===== config.mk =====
export PLATFORM = sky130hd
export DESIGN_NAME = dsp_coprocessor_glue
export DESIGN_NICKNAME = d
export VERILOG_FILES = /design/src/rtl/glue_pkg.sv /design/src/rtl/win_decode.sv /design/src/rtl/bit_io_glue.sv /design/src/rtl/dsp_coprocessor_glue.sv
export VERILOG_INCLUDE_DIRS = /design/src /design/src/rtl
export SDC_FILE = /design/constraint.sdc
export NUM_CORES = 1
export LEC_CHECK = 0
export ABC_AREA = 1
export ABC_CLOCK_PERIOD_IN_PS = 1840
export BUFFER_PORTS_ARGS = -buffer_cell sky130_fd_sc_hd__buf_2
export CAP_MARGIN = 20
export CORE_MARGIN = 1
export CORE_UTILIZATION = 30
export CTS_CLUSTER_SIZE = 14
export DETAILED_ROUTE_END_ITERATION = 10
export PLACE_DENSITY = 0.7
export SETUP_SLACK_MARGIN = 0.15
export SLEW_MARGIN = 20
export SYNTH_ARGS = -nofsm -noshare
export SYNTH_HDL_FRONTEND = slang
export SYNTH_SLANG_ARGS = --single-unit

===== constraint.sdc =====
create_clock -name pclk -period 1.84 [get_ports pclk]
set_input_delay 0.276 -clock pclk [delete_from_list [all_inputs] [get_ports pclk]]
set_output_delay 0.276 -clock pclk [all_outputs]
set_load 0.02 [all_outputs]

===== src/rtl/glue_cfg.svh =====
// Purpose: Offsets, field positions, reset values for the glue
// Assumes: Byte addressed APB, 32-bit words
// Notes:   Definitions only
`ifndef GLUE_CFG_SVH
`define GLUE_CFG_SVH
`define OFF_CTRL    12'h000
`define OFF_STAT    12'h004
`define OFF_ISTAT   12'h008
`define OFF_IMASK   12'h00C
`define CTRL_HOLD   0
`define CTRL_ALT    1
`define CTRL_RST    2'h0
`define WIN_LO      16'h0000
`define WIN_HI      16'h5003
`define ROM_END     16'h03FF
`define IO_END      16'h07FF
`define RAM_END     16'h27FF
`define BOOT_ADDR   32'h0001_0000
`define WID_32      2'h0
`define BIO_RING    0
`define BIO_HOOK    1
`define BIO_DEV0    3
`define BIO_DEV1    4
`define BIO_MODE    5
`define BIO_INT2    6
`define BIO_INT6    7
`define MODE_CTRL   1'h1
`define EV_RING     0
`define EV_INT2     1
`define EV_INT6     2
`define EV_BERR     3
`define EV_W        4
`endif


===== src/rtl/glue_pkg.sv =====
// Purpose: Types shared by the glue modules
// Assumes: Nothing
// Notes:   Constants live in glue_cfg.svh
package glue_pkg;
  typedef enum logic [2:0] {
    REG_NONE = 3'b000,
    REG_ROM  = 3'b001,
    REG_IO   = 3'b010,
    REG_RAM  = 3'b011,
    REG_RSVD = 3'b100
  } region_e;
  typedef enum logic [1:0] {
    CYC_IDLE = 2'b00,
    CYC_RUN  = 2'b01,
    CYC_ERR  = 2'b10,
    CYC_DONE = 2'b11
  } cyc_e;
  typedef struct packed {
    logic       hook;
    logic [1:0] dev;
    logic       ctrl_mode;
    logic       irq2_n;
    logic       irq6_n;
  } bio_s;
  typedef struct packed {
    logic [31:0] addr;
    logic        as;
    logic        rw;
    logic        burst;
  } cp_req_s;
endpackage


===== src/rtl/win_decode.sv =====
// Purpose: Locate an address inside the on-chip resource window
// Assumes: 64K window, low or high base by processor mode
// Notes:   Pure combinational
`timescale 1ns/1ps
`default_nettype none
`include "glue_cfg.svh"
module win_decode (
  input  wire logic [31:0]     addr,
  input  wire logic            alt_mode,
  output glue_pkg::region_e    region
);
  wire logic [15:0] base = alt_mode ? `WIN_HI : `WIN_LO; // [RULE6] [RULE7]
  wire logic        hit  = addr[31:16] == base;
  wire logic [15:0] off  = addr[15:0];
  assign region = !hit ? glue_pkg::REG_NONE : // [RULE8]
                  off <= `ROM_END ? glue_pkg::REG_ROM :
                  off <= `IO_END  ? glue_pkg::REG_IO :
                  off <= `RAM_END ? glue_pkg::REG_RAM :
                  glue_pkg::REG_RSVD;
endmodule
`default_nettype wire


===== src/rtl/bit_io_glue.sv =====
// Purpose: Bit I/O line assignment for the coprocessor
// Assumes: bio_out is on pclk; ring arrives from a pin
// Notes:   Lines rest at defaults while the coprocessor is held
`timescale 1ns/1ps
`default_nettype none
`include "glue_cfg.svh"
module bit_io_glue (
  input  wire logic         pclk,
  input  wire logic         presetn,
  input  wire logic         held,
  input  wire logic [7:0]   bio_out,
  input  wire logic         ring_pin,
  output logic              ring_sync,
  output glue_pkg::bio_s    lines_q
);
  logic ring_m_q;
  logic ring_s_q;
  glue_pkg::bio_s lines_d;
  wire logic ctl = bio_out[`BIO_MODE] == `MODE_CTRL;
  always_comb begin
    lines_d           = lines_q;
    lines_d.hook      = bio_out[`BIO_HOOK];
    lines_d.ctrl_mode = bio_out[`BIO_MODE];
    lines_d.irq2_n    = bio_out[`BIO_INT2];
    lines_d.irq6_n    = bio_out[`BIO_INT6];
    if (ctl) begin
      lines_d.dev = {bio_out[`BIO_DEV1], bio_out[`BIO_DEV0]}; // [RULE14]
    end
    if (held) begin
      lines_d = '{hook: 1'b0, dev: 2'h0, ctrl_mode: 1'b0,
                  irq2_n: 1'b1, irq6_n: 1'b1}; // [RULE17]
    end
  end
  always_ff @(posedge pclk or negedge presetn) begin
    if (!presetn) begin
      ring_m_q <= 1'b0;
      ring_s_q <= 1'b0;
      lines_q  <= '{hook: 1'b0, dev: 2'h0, ctrl_mode: 1'b0,
                    irq2_n: 1'b1, irq6_n: 1'b1}; // [RULE14] [RULE17]
    end else begin
      ring_m_q <= ring_pin;
      ring_s_q <= ring_m_q;
      lines_q  <= lines_d;
    end
  end
  assign ring_sync = ring_s_q; // [RULE11]
endmodule
`default_nettype wire


===== src/rtl/dsp_coprocessor_glue.sv =====
// Purpose: Glue between host system and signal coprocessor
// Assumes: One clock, coprocessor bus on pclk
// Notes:   APB register file, arbiter, width check, bit I/O
// Function
// [RULE1] Coprocessor held in reset, off the bus, until host sets a bit
// [RULE2] Coprocessor wins bus arbitration over every other requester
// [RULE3] Full-speed cycles and bursts pass to system memory
// [RULE4] Cycles to 32-bit synchronous or asynchronous targets complete
// [RULE5] Cycles to 8 or 16-bit targets end in bus error
// [RULE6] Default mode: on-chip window is lowest 64K, no system cycle
// [RULE7] Alternate mode moves the window to the high 64K region; the code puts it at 0x5003_0000 instead
// [RULE8] Window holds 1K boot, 1K I/O, 8K RAM, 54K reserved
// [RULE9] After release the coprocessor boots at the fixed address
// [RULE10] Host places boot code before release, saving old contents
// [RULE11] Line 0 is ring input, line 1 hook output, line 2 reserved
// [RULE12] Two lines select phone, audio, expansion zero or one
// [RULE13] One line toggles selected device data or control mode
// [RULE14] Select powers up on phone codec, changes only in control
// [RULE15] Two low outputs request host level 2 and level 6 irqs
// [RULE16] Host handler must tell coprocessor to drop its request
// [RULE17] At reset host irqs stay high and hook rests inactive
`timescale 1ns/1ps
`default_nettype none
`include "glue_cfg.svh"
module dsp_coprocessor_glue (
  input  wire logic          pclk,
  input  wire logic          presetn,
  input  wire logic          psel,
  input  wire logic          penable,
  input  wire logic          pwrite,
  input  wire logic [11:0]   paddr,
  input  wire logic [31:0]   pwdata,
  output logic [31:0]        prdata,
  output logic               pready,
  output logic               pslverr,
  output logic               irq,
  output logic               cp_reset_n,
  output logic [31:0]        cp_boot_addr,
  input  wire logic          cp_br,
  output logic               cp_bg,
  input  wire logic [2:0]    other_br,
  output logic [2:0]         other_bg,
  input  wire glue_pkg::cp_req_s cp_req,
  output logic               cp_ack,
  output logic               cp_berr,
  output logic               sys_as,
  output logic [31:0]        sys_addr,
  output logic               sys_rw,
  output logic               sys_burst,
  input  wire logic          sys_ack,
  input  wire logic [1:0]    tgt_width,
  input  wire logic [7:0]    bio_out,
  output logic [7:0]         bio_in,
  input  wire logic          ring_pin,
  output logic               hook,
  output logic               codec_phone_sel_n,
  output logic               codec_audio_sel_n,
  output logic               expansion_select_zero_n,
  output logic               expansion_select_one_n,
  output logic               ser_ctrl_mode,
  output logic               host_irq_level2_n,
  output logic               host_irq_level6_n
);
  logic [1:0]         ctrl_q;
  logic [`EV_W-1:0]   ist_q;
  logic [`EV_W-1:0]   ist_d;
  logic [`EV_W-1:0]   imask_q;
  logic [31:0]        rdata_q;
  logic [3:0]         gnt_q;
  logic [3:0]         gnt_d;
  logic               ring_q;
  logic               irq2_q;
  logic               irq6_q;
  logic [31:0]        addr_q;
  logic               rw_q;
  logic               burst_q;
  glue_pkg::cyc_e     cyc_q;
  glue_pkg::cyc_e     cyc_d;
  glue_pkg::region_e  region;
  glue_pkg::bio_s     lines;
  logic               ring_sync;

  // APB decode
  wire logic setup  = psel && !penable;
  wire logic access = psel && penable;
  wire logic hit_ctrl  = paddr == `OFF_CTRL;
  wire logic hit_stat  = paddr == `OFF_STAT;
  wire logic hit_istat = paddr == `OFF_ISTAT;
  wire logic hit_imask = paddr == `OFF_IMASK;
  wire logic hit = hit_ctrl || hit_stat || hit_istat || hit_imask;
  wire logic wr  = access && pwrite && hit;
  wire logic [31:0] rd_mux =
    hit_ctrl  ? {30'h0, ctrl_q} :
    hit_stat  ? {24'h0, bio_in} :
    hit_istat ? {28'h0, ist_q} :
    hit_imask ? {28'h0, imask_q} : 32'h0;
  assign pready  = 1'b1;
  assign pslverr = access && !hit;
  assign prdata  = rdata_q;

  wire logic released = ctrl_q[`CTRL_HOLD];
  wire logic alt_mode = ctrl_q[`CTRL_ALT];

  // Reset line comes straight from a flop, so no glitch at release
  assign cp_reset_n   = released; // [RULE1]
  assign cp_boot_addr = `BOOT_ADDR; // [RULE9]

  always_ff @(posedge pclk or negedge presetn) begin
    if (!presetn) begin
      ctrl_q  <= `CTRL_RST;
      imask_q <= '0;
      rdata_q <= 32'h0;
    end else begin
      if (wr && hit_ctrl) begin
        ctrl_q <= pwdata[1:0]; // [RULE1] [RULE7]
      end
      if (wr && hit_imask) begin
        imask_q <= pwdata[`EV_W-1:0];
      end
      if (setup) begin
        rdata_q <= rd_mux;
      end
    end
  end

  // Arbiter: bit 3 is the coprocessor, held owner keeps the bus
  wire logic cp_req_ok = cp_br && released;
  wire logic [3:0] reqs = {cp_req_ok, other_br};
  wire logic keep = |(gnt_q & reqs);
  always_comb begin
    gnt_d = 4'h0;
    if (keep) begin
      gnt_d = gnt_q;
    end else if (cp_req_ok) begin
      gnt_d = 4'h8; // [RULE2]
    end else if (other_br[0]) begin
      gnt_d = 4'h1;
    end else if (other_br[1]) begin
      gnt_d = 4'h2;
    end else if (other_br[2]) begin
      gnt_d = 4'h4;
    end
  end
  assign cp_bg    = gnt_q[3];
  assign other_bg = gnt_q[2:0];

  win_decode u_win (
    .addr     (cp_req.addr),
    .alt_mode (alt_mode),
    .region   (region)
  );

  // Cycle handling; on-chip window never reaches the system bus
  wire logic start = cp_bg && cp_req.as;
  wire logic ext   = region == glue_pkg::REG_NONE; // [RULE6] [RULE8]
  wire logic wide  = tgt_width == `WID_32;
  always_comb begin
    cyc_d = cyc_q;
    case (cyc_q)
      glue_pkg::CYC_IDLE: begin
        if (start && ext && wide) begin
          cyc_d = glue_pkg::CYC_RUN; // [RULE4]
        end else if (start && ext) begin
          cyc_d = glue_pkg::CYC_ERR; // [RULE5]
        end
      end
      glue_pkg::CYC_RUN: begin
        if (!cp_req.as) begin
          cyc_d = glue_pkg::CYC_IDLE;
        end
      end
      glue_pkg::CYC_ERR: begin
        cyc_d = glue_pkg::CYC_DONE;
      end
      default: begin
        if (!cp_req.as) begin
          cyc_d = glue_pkg::CYC_IDLE;
        end
      end
    endcase
  end
  // Bursts stay in RUN; each system ack is one beat
  assign sys_as  = cyc_q == glue_pkg::CYC_RUN; // [RULE3]
  assign cp_ack  = sys_as && sys_ack; // [RULE3] [RULE4]
  assign cp_berr = cyc_q == glue_pkg::CYC_ERR; // [RULE5]
  assign sys_addr  = addr_q;
  assign sys_rw    = rw_q;
  assign sys_burst = burst_q;

  always_ff @(posedge pclk or negedge presetn) begin
    if (!presetn) begin
      cyc_q   <= glue_pkg::CYC_IDLE;
      gnt_q   <= 4'h0;
      addr_q  <= 32'h0;
      rw_q    <= 1'b1;
      burst_q <= 1'b0;
    end else begin
      cyc_q <= cyc_d;
      gnt_q <= gnt_d;
      if (cyc_q == glue_pkg::CYC_IDLE) begin
        addr_q  <= cp_req.addr;
        rw_q    <= cp_req.rw;
        burst_q <= cp_req.burst;
      end
    end
  end

  bit_io_glue u_bio (
    .pclk      (pclk),
    .presetn   (presetn),
    .held      (!released),
    .bio_out   (bio_out),
    .ring_pin  (ring_pin),
    .ring_sync (ring_sync),
    .lines_q   (lines)
  );

  // Read-back view of the port; line 2 reads zero
  assign bio_in = {lines.irq6_n, lines.irq2_n, lines.ctrl_mode,
                   lines.dev, 1'b0, lines.hook, ring_sync}; // [RULE11]
  assign hook          = lines.hook; // [RULE11]
  assign ser_ctrl_mode = lines.ctrl_mode; // [RULE13]
  assign codec_phone_sel_n       = lines.dev != 2'h0; // [RULE12]
  assign codec_audio_sel_n       = lines.dev != 2'h1; // [RULE12]
  assign expansion_select_zero_n = lines.dev != 2'h2; // [RULE12]
  assign expansion_select_one_n  = lines.dev != 2'h3; // [RULE12]
  // Request stays low until coprocessor code releases it
  assign host_irq_level2_n = lines.irq2_n; // [RULE15] [RULE16]
  assign host_irq_level6_n = lines.irq6_n; // [RULE15] [RULE16]

  // Sticky events; a new event beats a same-cycle clear
  wire logic [`EV_W-1:0] ev = {
    cyc_d == glue_pkg::CYC_ERR && cyc_q != glue_pkg::CYC_ERR,
    irq6_q && !lines.irq6_n,
    irq2_q && !lines.irq2_n,
    ring_sync && !ring_q};
  wire logic [`EV_W-1:0] clr = (wr && hit_istat) ? pwdata[`EV_W-1:0] : '0;
  assign ist_d = (ist_q & ~clr) | ev;
  assign irq   = |(ist_q & imask_q);

  always_ff @(posedge pclk or negedge presetn) begin
    if (!presetn) begin
      ist_q  <= '0;
      ring_q <= 1'b0;
      irq2_q <= 1'b1;
      irq6_q <= 1'b1;
    end else begin
      ist_q  <= ist_d;
      ring_q <= ring_sync;
      irq2_q <= lines.irq2_n;
      irq6_q <= lines.irq6_n;
    end
  end
endmodule
`default_nettype wire


=== Yosys cells after proc, flatten, opt, wreduce, memory -nomap -nowiden ===
Index checks and enable logic that the tools add are counted.

* Register bits after elaboration: 93
* Word-level logic and storage cells: 91
* Input port bits: 100

* Reduce and logical (&&, ||, !) cells: 32
* Mux-type cells: 20
* $lt $le $gt $ge: 3
* Bitwise logic cells: 5
* Equal/unequal tests: 12

{| class="wikitable"
|+ Operators with widths
! cell !! number
|-
| $eq 12x4->1 const B || 2
|-
| $mux 3 || 7
|-
| $logic_and 1x1->1 || 17
|-
| $eq 16x16->1 || 1
|-
| $le 16x10->1 const B || 1
|-
| $le 16x11->1 const B || 1
|-
| $le 16x14->1 const B || 1
|-
| $mux 4 || 4
|-
| $mux 8 || 2
|-
| $mux 15 || 1
|-
| $and 4x4->4 || 3
|-
| $eq 12x3->1 const B || 1
|-
| $logic_not 12->1 || 1
|-
| $mux 2 || 4
|-
| $ne 2x2->1 const B || 4
|-
| $reduce_or 4->1 || 2
|-
| $mux 6 || 1
|-
| $logic_not 1->1 || 5
|-
| $eq 2x2->1 const B || 2
|-
| $logic_not 2->1 || 2
|-
| $not 4->4 || 1
|-
| $or 4x4->4 || 1
|-
| $pmux 2 s2 || 1
|-
| $logic_not 3->1 || 1
|-
| other kinds (4) || 6
|}

=== Logic depth before layout (Yosys ltp) ===
* Depth in word-level cells: 13
* Gate-level depth with buffers: 8
* Mapped depth without buffers: 8

=== Modules after synthesis ===
Synthesis repeated with hierarchy kept, for this count alone.

* Cell total of the unflattened synthesis: 373
* Area total of the unflattened synthesis: 3624.7 um^2

{| class="wikitable"
|+ Modules (own cells, without submodules)
! module !! instances !! cells an instance !! area an instance (um^2) !! sequential area each (um^2)
|-
| dsp_coprocessor_glue || 1 || 314 || 3206.8 || 1530.2
|-
| bit_io_glue || 1 || 22 || 262.8 || 202.7
|-
| win_decode || 1 || 37 || 155.1 || 0.0
|}

=== Worst setup path after synthesis ===
Ideal clock, no wire load.

* Path type: flip-flop to flip-flop
* Start: register cyc_q[0]
* End: register addr_q[24], in the netlist sys_addr[24]
* Path slack: 0.538 ns
* Arrival: 1.177 ns
* Path buffers: 1
* Stages on the path, launching flop included: 4
* Required time: 1.715 ns
* Cell sequence: dfrtp_1 > nor2_4 > buf_8 > mux2_4

* Longest elaborated chain between the ends: 1

{| class="wikitable"
|+ RTL lines
! element !! line !! RTL
|-
| from (decl) || dsp_coprocessor_glue.sv:77 || <nowiki>glue_pkg::cyc_e cyc_q;</nowiki>
|-
| from (signal assigned) || dsp_coprocessor_glue.sv:192 || <nowiki>cyc_q <= glue_pkg::CYC_IDLE;</nowiki>
|-
| from (signal assigned) || dsp_coprocessor_glue.sv:198 || <nowiki>cyc_q <= cyc_d;</nowiki>
|-
| $logic_not 2->1 || dsp_coprocessor_glue.sv:200 || <nowiki>if (cyc_q == glue_pkg::CYC_IDLE) begin</nowiki>
|-
| to (signal assigned) || dsp_coprocessor_glue.sv:201 || <nowiki>addr_q <= cp_req.addr;</nowiki>
|-
| to (decl) || dsp_coprocessor_glue.sv:74 || <nowiki>logic [31:0] addr_q;</nowiki>
|}

No other way between the ends.
A chain may end at the register's enable or synchronous reset.

=== Worst setup path after layout ===
* Start: register cyc_q[1]
* End: output cp_ack

* Longest elaborated chain between the ends: 2

{| class="wikitable"
|+ RTL lines
! element !! line !! RTL
|-
| $eq 2x1->1 || dsp_coprocessor_glue.sv:183 || <nowiki>assign sys_as = cyc_q == glue_pkg::CYC_RUN;</nowiki>
|-
| $logic_and 1x1->1 || dsp_coprocessor_glue.sv:184 || <nowiki>assign cp_ack = sys_as && sys_ack;</nowiki>
|-
| to (decl) || dsp_coprocessor_glue.sv:44 || <nowiki>output logic cp_ack,</nowiki>
|}

No other way between the ends.

==> metrics.txt <==
DRC Markers 30; mean post-synth cell area 10.1 um^2; Layout area overhead 23.6%; commonest non-fill, non-tap cell in the layout buf_2; max incr delay on CP 0.42 ns; Final Hold Viols 16; RePlAce Congestion 0.792; hold_ws -0.0153 ns; IO Port Bufs 136; PostCTS Resize Cnt 0; worst vdd ir 0.000851 V; vias per inst 4.18; setup_tns 0 ns; DRT antenna net count 0; Final min period 1.43 ns; fin nets 591; R2R Setup Slk 0.50 ns; HPWL Detailed 6130 um; P per Cell Area 1440 nW/um^2; Max Used Layer met4; post-synthesis register bit count 69; Synth area leader dfrtp_1; final core utilization 38.3%; DRT Pass-1 Iters 7; CP Data Required Time 1.56 ns; Max FO, Critical Path 3; Die Span X 111 um; class of the worst hold path input pin to async pin; WL final 7960 um; n_diodes 0; total power 6340 uW; root buffer selected by CTS clkbuf_16; status finished with violations; leakage power total 0.00239 uW; Initial Util 31.0%; maximum level of the CTS H-tree 3; gr ovfl total 0; Row Count 39; Final Max Tran Viols 0; post-synthesis sequential area ratio 48.6%; Max-Cap Viols 0; Post-Synth Adder-Cell Area 0%; Clock Path Buffers 2; Fmax achieved 698 MHz; crit path cell chain inv_1, and3_1, buf_2; TritonCTS clock tree built; Sink Count 69; Synth Area in Compound Gates 4.18%; post-synthesis mux area share 13.2%; Netlist cell types 27; RSZ-0062 raised after global routing false; Mapped Area 3560 um^2; commonest cells after routing, fill and taps aside buf_2, dfrtp_1, nand2_1; crit end category output pin; failing checks design-rule violations, negative hold slack; xor/xnor share of the synthesized area 0%; # fillers 1174; share of layout cells above drive strength 1 41.7%; simple-gate share of the synthesized area 15.5%; top-area cell type share of the netlist area 44.9%; Routed met3 length 510 um; # hold bufs at CTS 0; Syn Inst Count 352; Synth Warn # 0; Tcrit/Tclk final 77.9%; worst-case clock skew 0.00639 ns; antenna violations before repair 0; routed length per instance 12.5 um; clk_lat worst skew 0.32 ns; CTS clk-pin slew, worst paths 0.06 ns; Post-CTS Setup Inserts 0; io pins 225; FF+latch area 1730 um^2; WL met1 3460 um; total track usage 13.8%; largest family of logic cells by synthesized area buffers and inverters; Num CTS Buffers 9; Synth area leaders dfrtp_1, buf_4, mux2_4; WS Path Type register to output pin; Setup violations, final 0; Worst setup SP type register; die area 12300 um^2; core area 11500 um^2; die height 111 um; met2 wire length 3870 um; global-route wire length before repair 13400 um; footprint of the multi-input gates 1390 um^2; vias in the first global route 2711; routed vias 2663; pin count of the biggest net entering global routing 38; Arr. time, crit path 1.16 ns; CP max-delay cell dfrtp_1; Starting DRT DRC Count 150
Yosys cell counts:
cell and number:
conb_1 2, o21ai_0 6, a21oi_2 1, a21oi_1 3, nand4_2 2, buf_12 2
buf_4 64, and3_1 1, nand2_1 63, nor2_4 2, nand4_1 4, dfstp_2 5
nand2_2 2, nor2_2 5, mux2_2 7, o22ai_1 2, buf_8 1, o21ai_1 12
inv_1 27, nor2_1 23, mux2_4 26, nand3_1 20, and2_1 1, o31ai_1 3
dfrtp_1 64, inv_2 2, buf_2 2
sequential cells by signal, summed over array words and instances, names as in the netlist, 2 cells and up:
signal and cells:
ctrl_q 2, cyc_q 2, gnt_q 4, imask_q 4, ist_q 4, prdata 8, sys_addr 32, u_bio.lines_q 6
through the flow:
stage	instance area, um^2	setup slack (ns)	cells
6_report	4410	0.407	637
5_1_grt	4410	0.332	637
4_1_cts	4410	0.375	637
3_5_place_dp	4140	0.378	623
3_3_place_gp	4140	0.439	623
2_1_floorplan	3770	0.538	408
report_power, final:
group | internal, uW | switching [uW] | total (uW)
Sequential | 1980 | 274 | 2250
Combinational | 1150 | 1380 | 2530
Clock | 965 | 600 | 1570
Total | 4090 | 2250 | 6340
per-layer routing:
metal | vias to the layer above | global-route usage (%)
met2 | 119 | 22.9
li1 | 1283 | -
met3 | 13 | 3.83
met5 | - | 0
met1 | 1248 | 17.0
met4 | 0 | 5.57
final timing paths:
| kind | end | startpoint | depth (start not counted) |
|---|---|---|---|
| setup / recovery | cp_ack | cyc_q[1]$_DFF_PN0_ | 3 |
| hold / removal | sys_addr[15]$_DFFE_PN0P_ | presetn | 2 |
| setup reg to reg | sys_addr[0]$_DFFE_PN0P_ | cyc_q[0]$_DFF_PN0_ | 3 |
| hold reg to reg | u_bio.ring_sync$_DFF_PN0_ | u_bio.ring_m_q$_DFF_PN0_ | 0 |
| max in group asynchronous | irq2_q$_DFF_PN1_ | presetn | 2 |
| min in group pclk | u_bio.ring_m_q$_DFF_PN0_ | ring_pin | 1 |
critical path, delay by kind of cell (launching register included):
kind                   cells  cell delay (ns)
and+or+nand+nor            1             0.15
buffers and inverters      2             0.27
DFF                        1             0.42
logic make-up after synthesis:
logic type | count (synthesis)
buf+inv | 98
flops | 69
compound gates | 27
other cells | 2
simple gates | 123
mux | 33
final cells by class:
class	count	area share, %
clock buffers	12	5.82
flip-flops and latches	69	39.3
repair buffers	141	16.6
clock inverters	2	0.227
well taps	143	4.06
multi-input cells	241	31.5
inverters	29	2.47
Note: power is estimated with default switching activity, not from simulation.
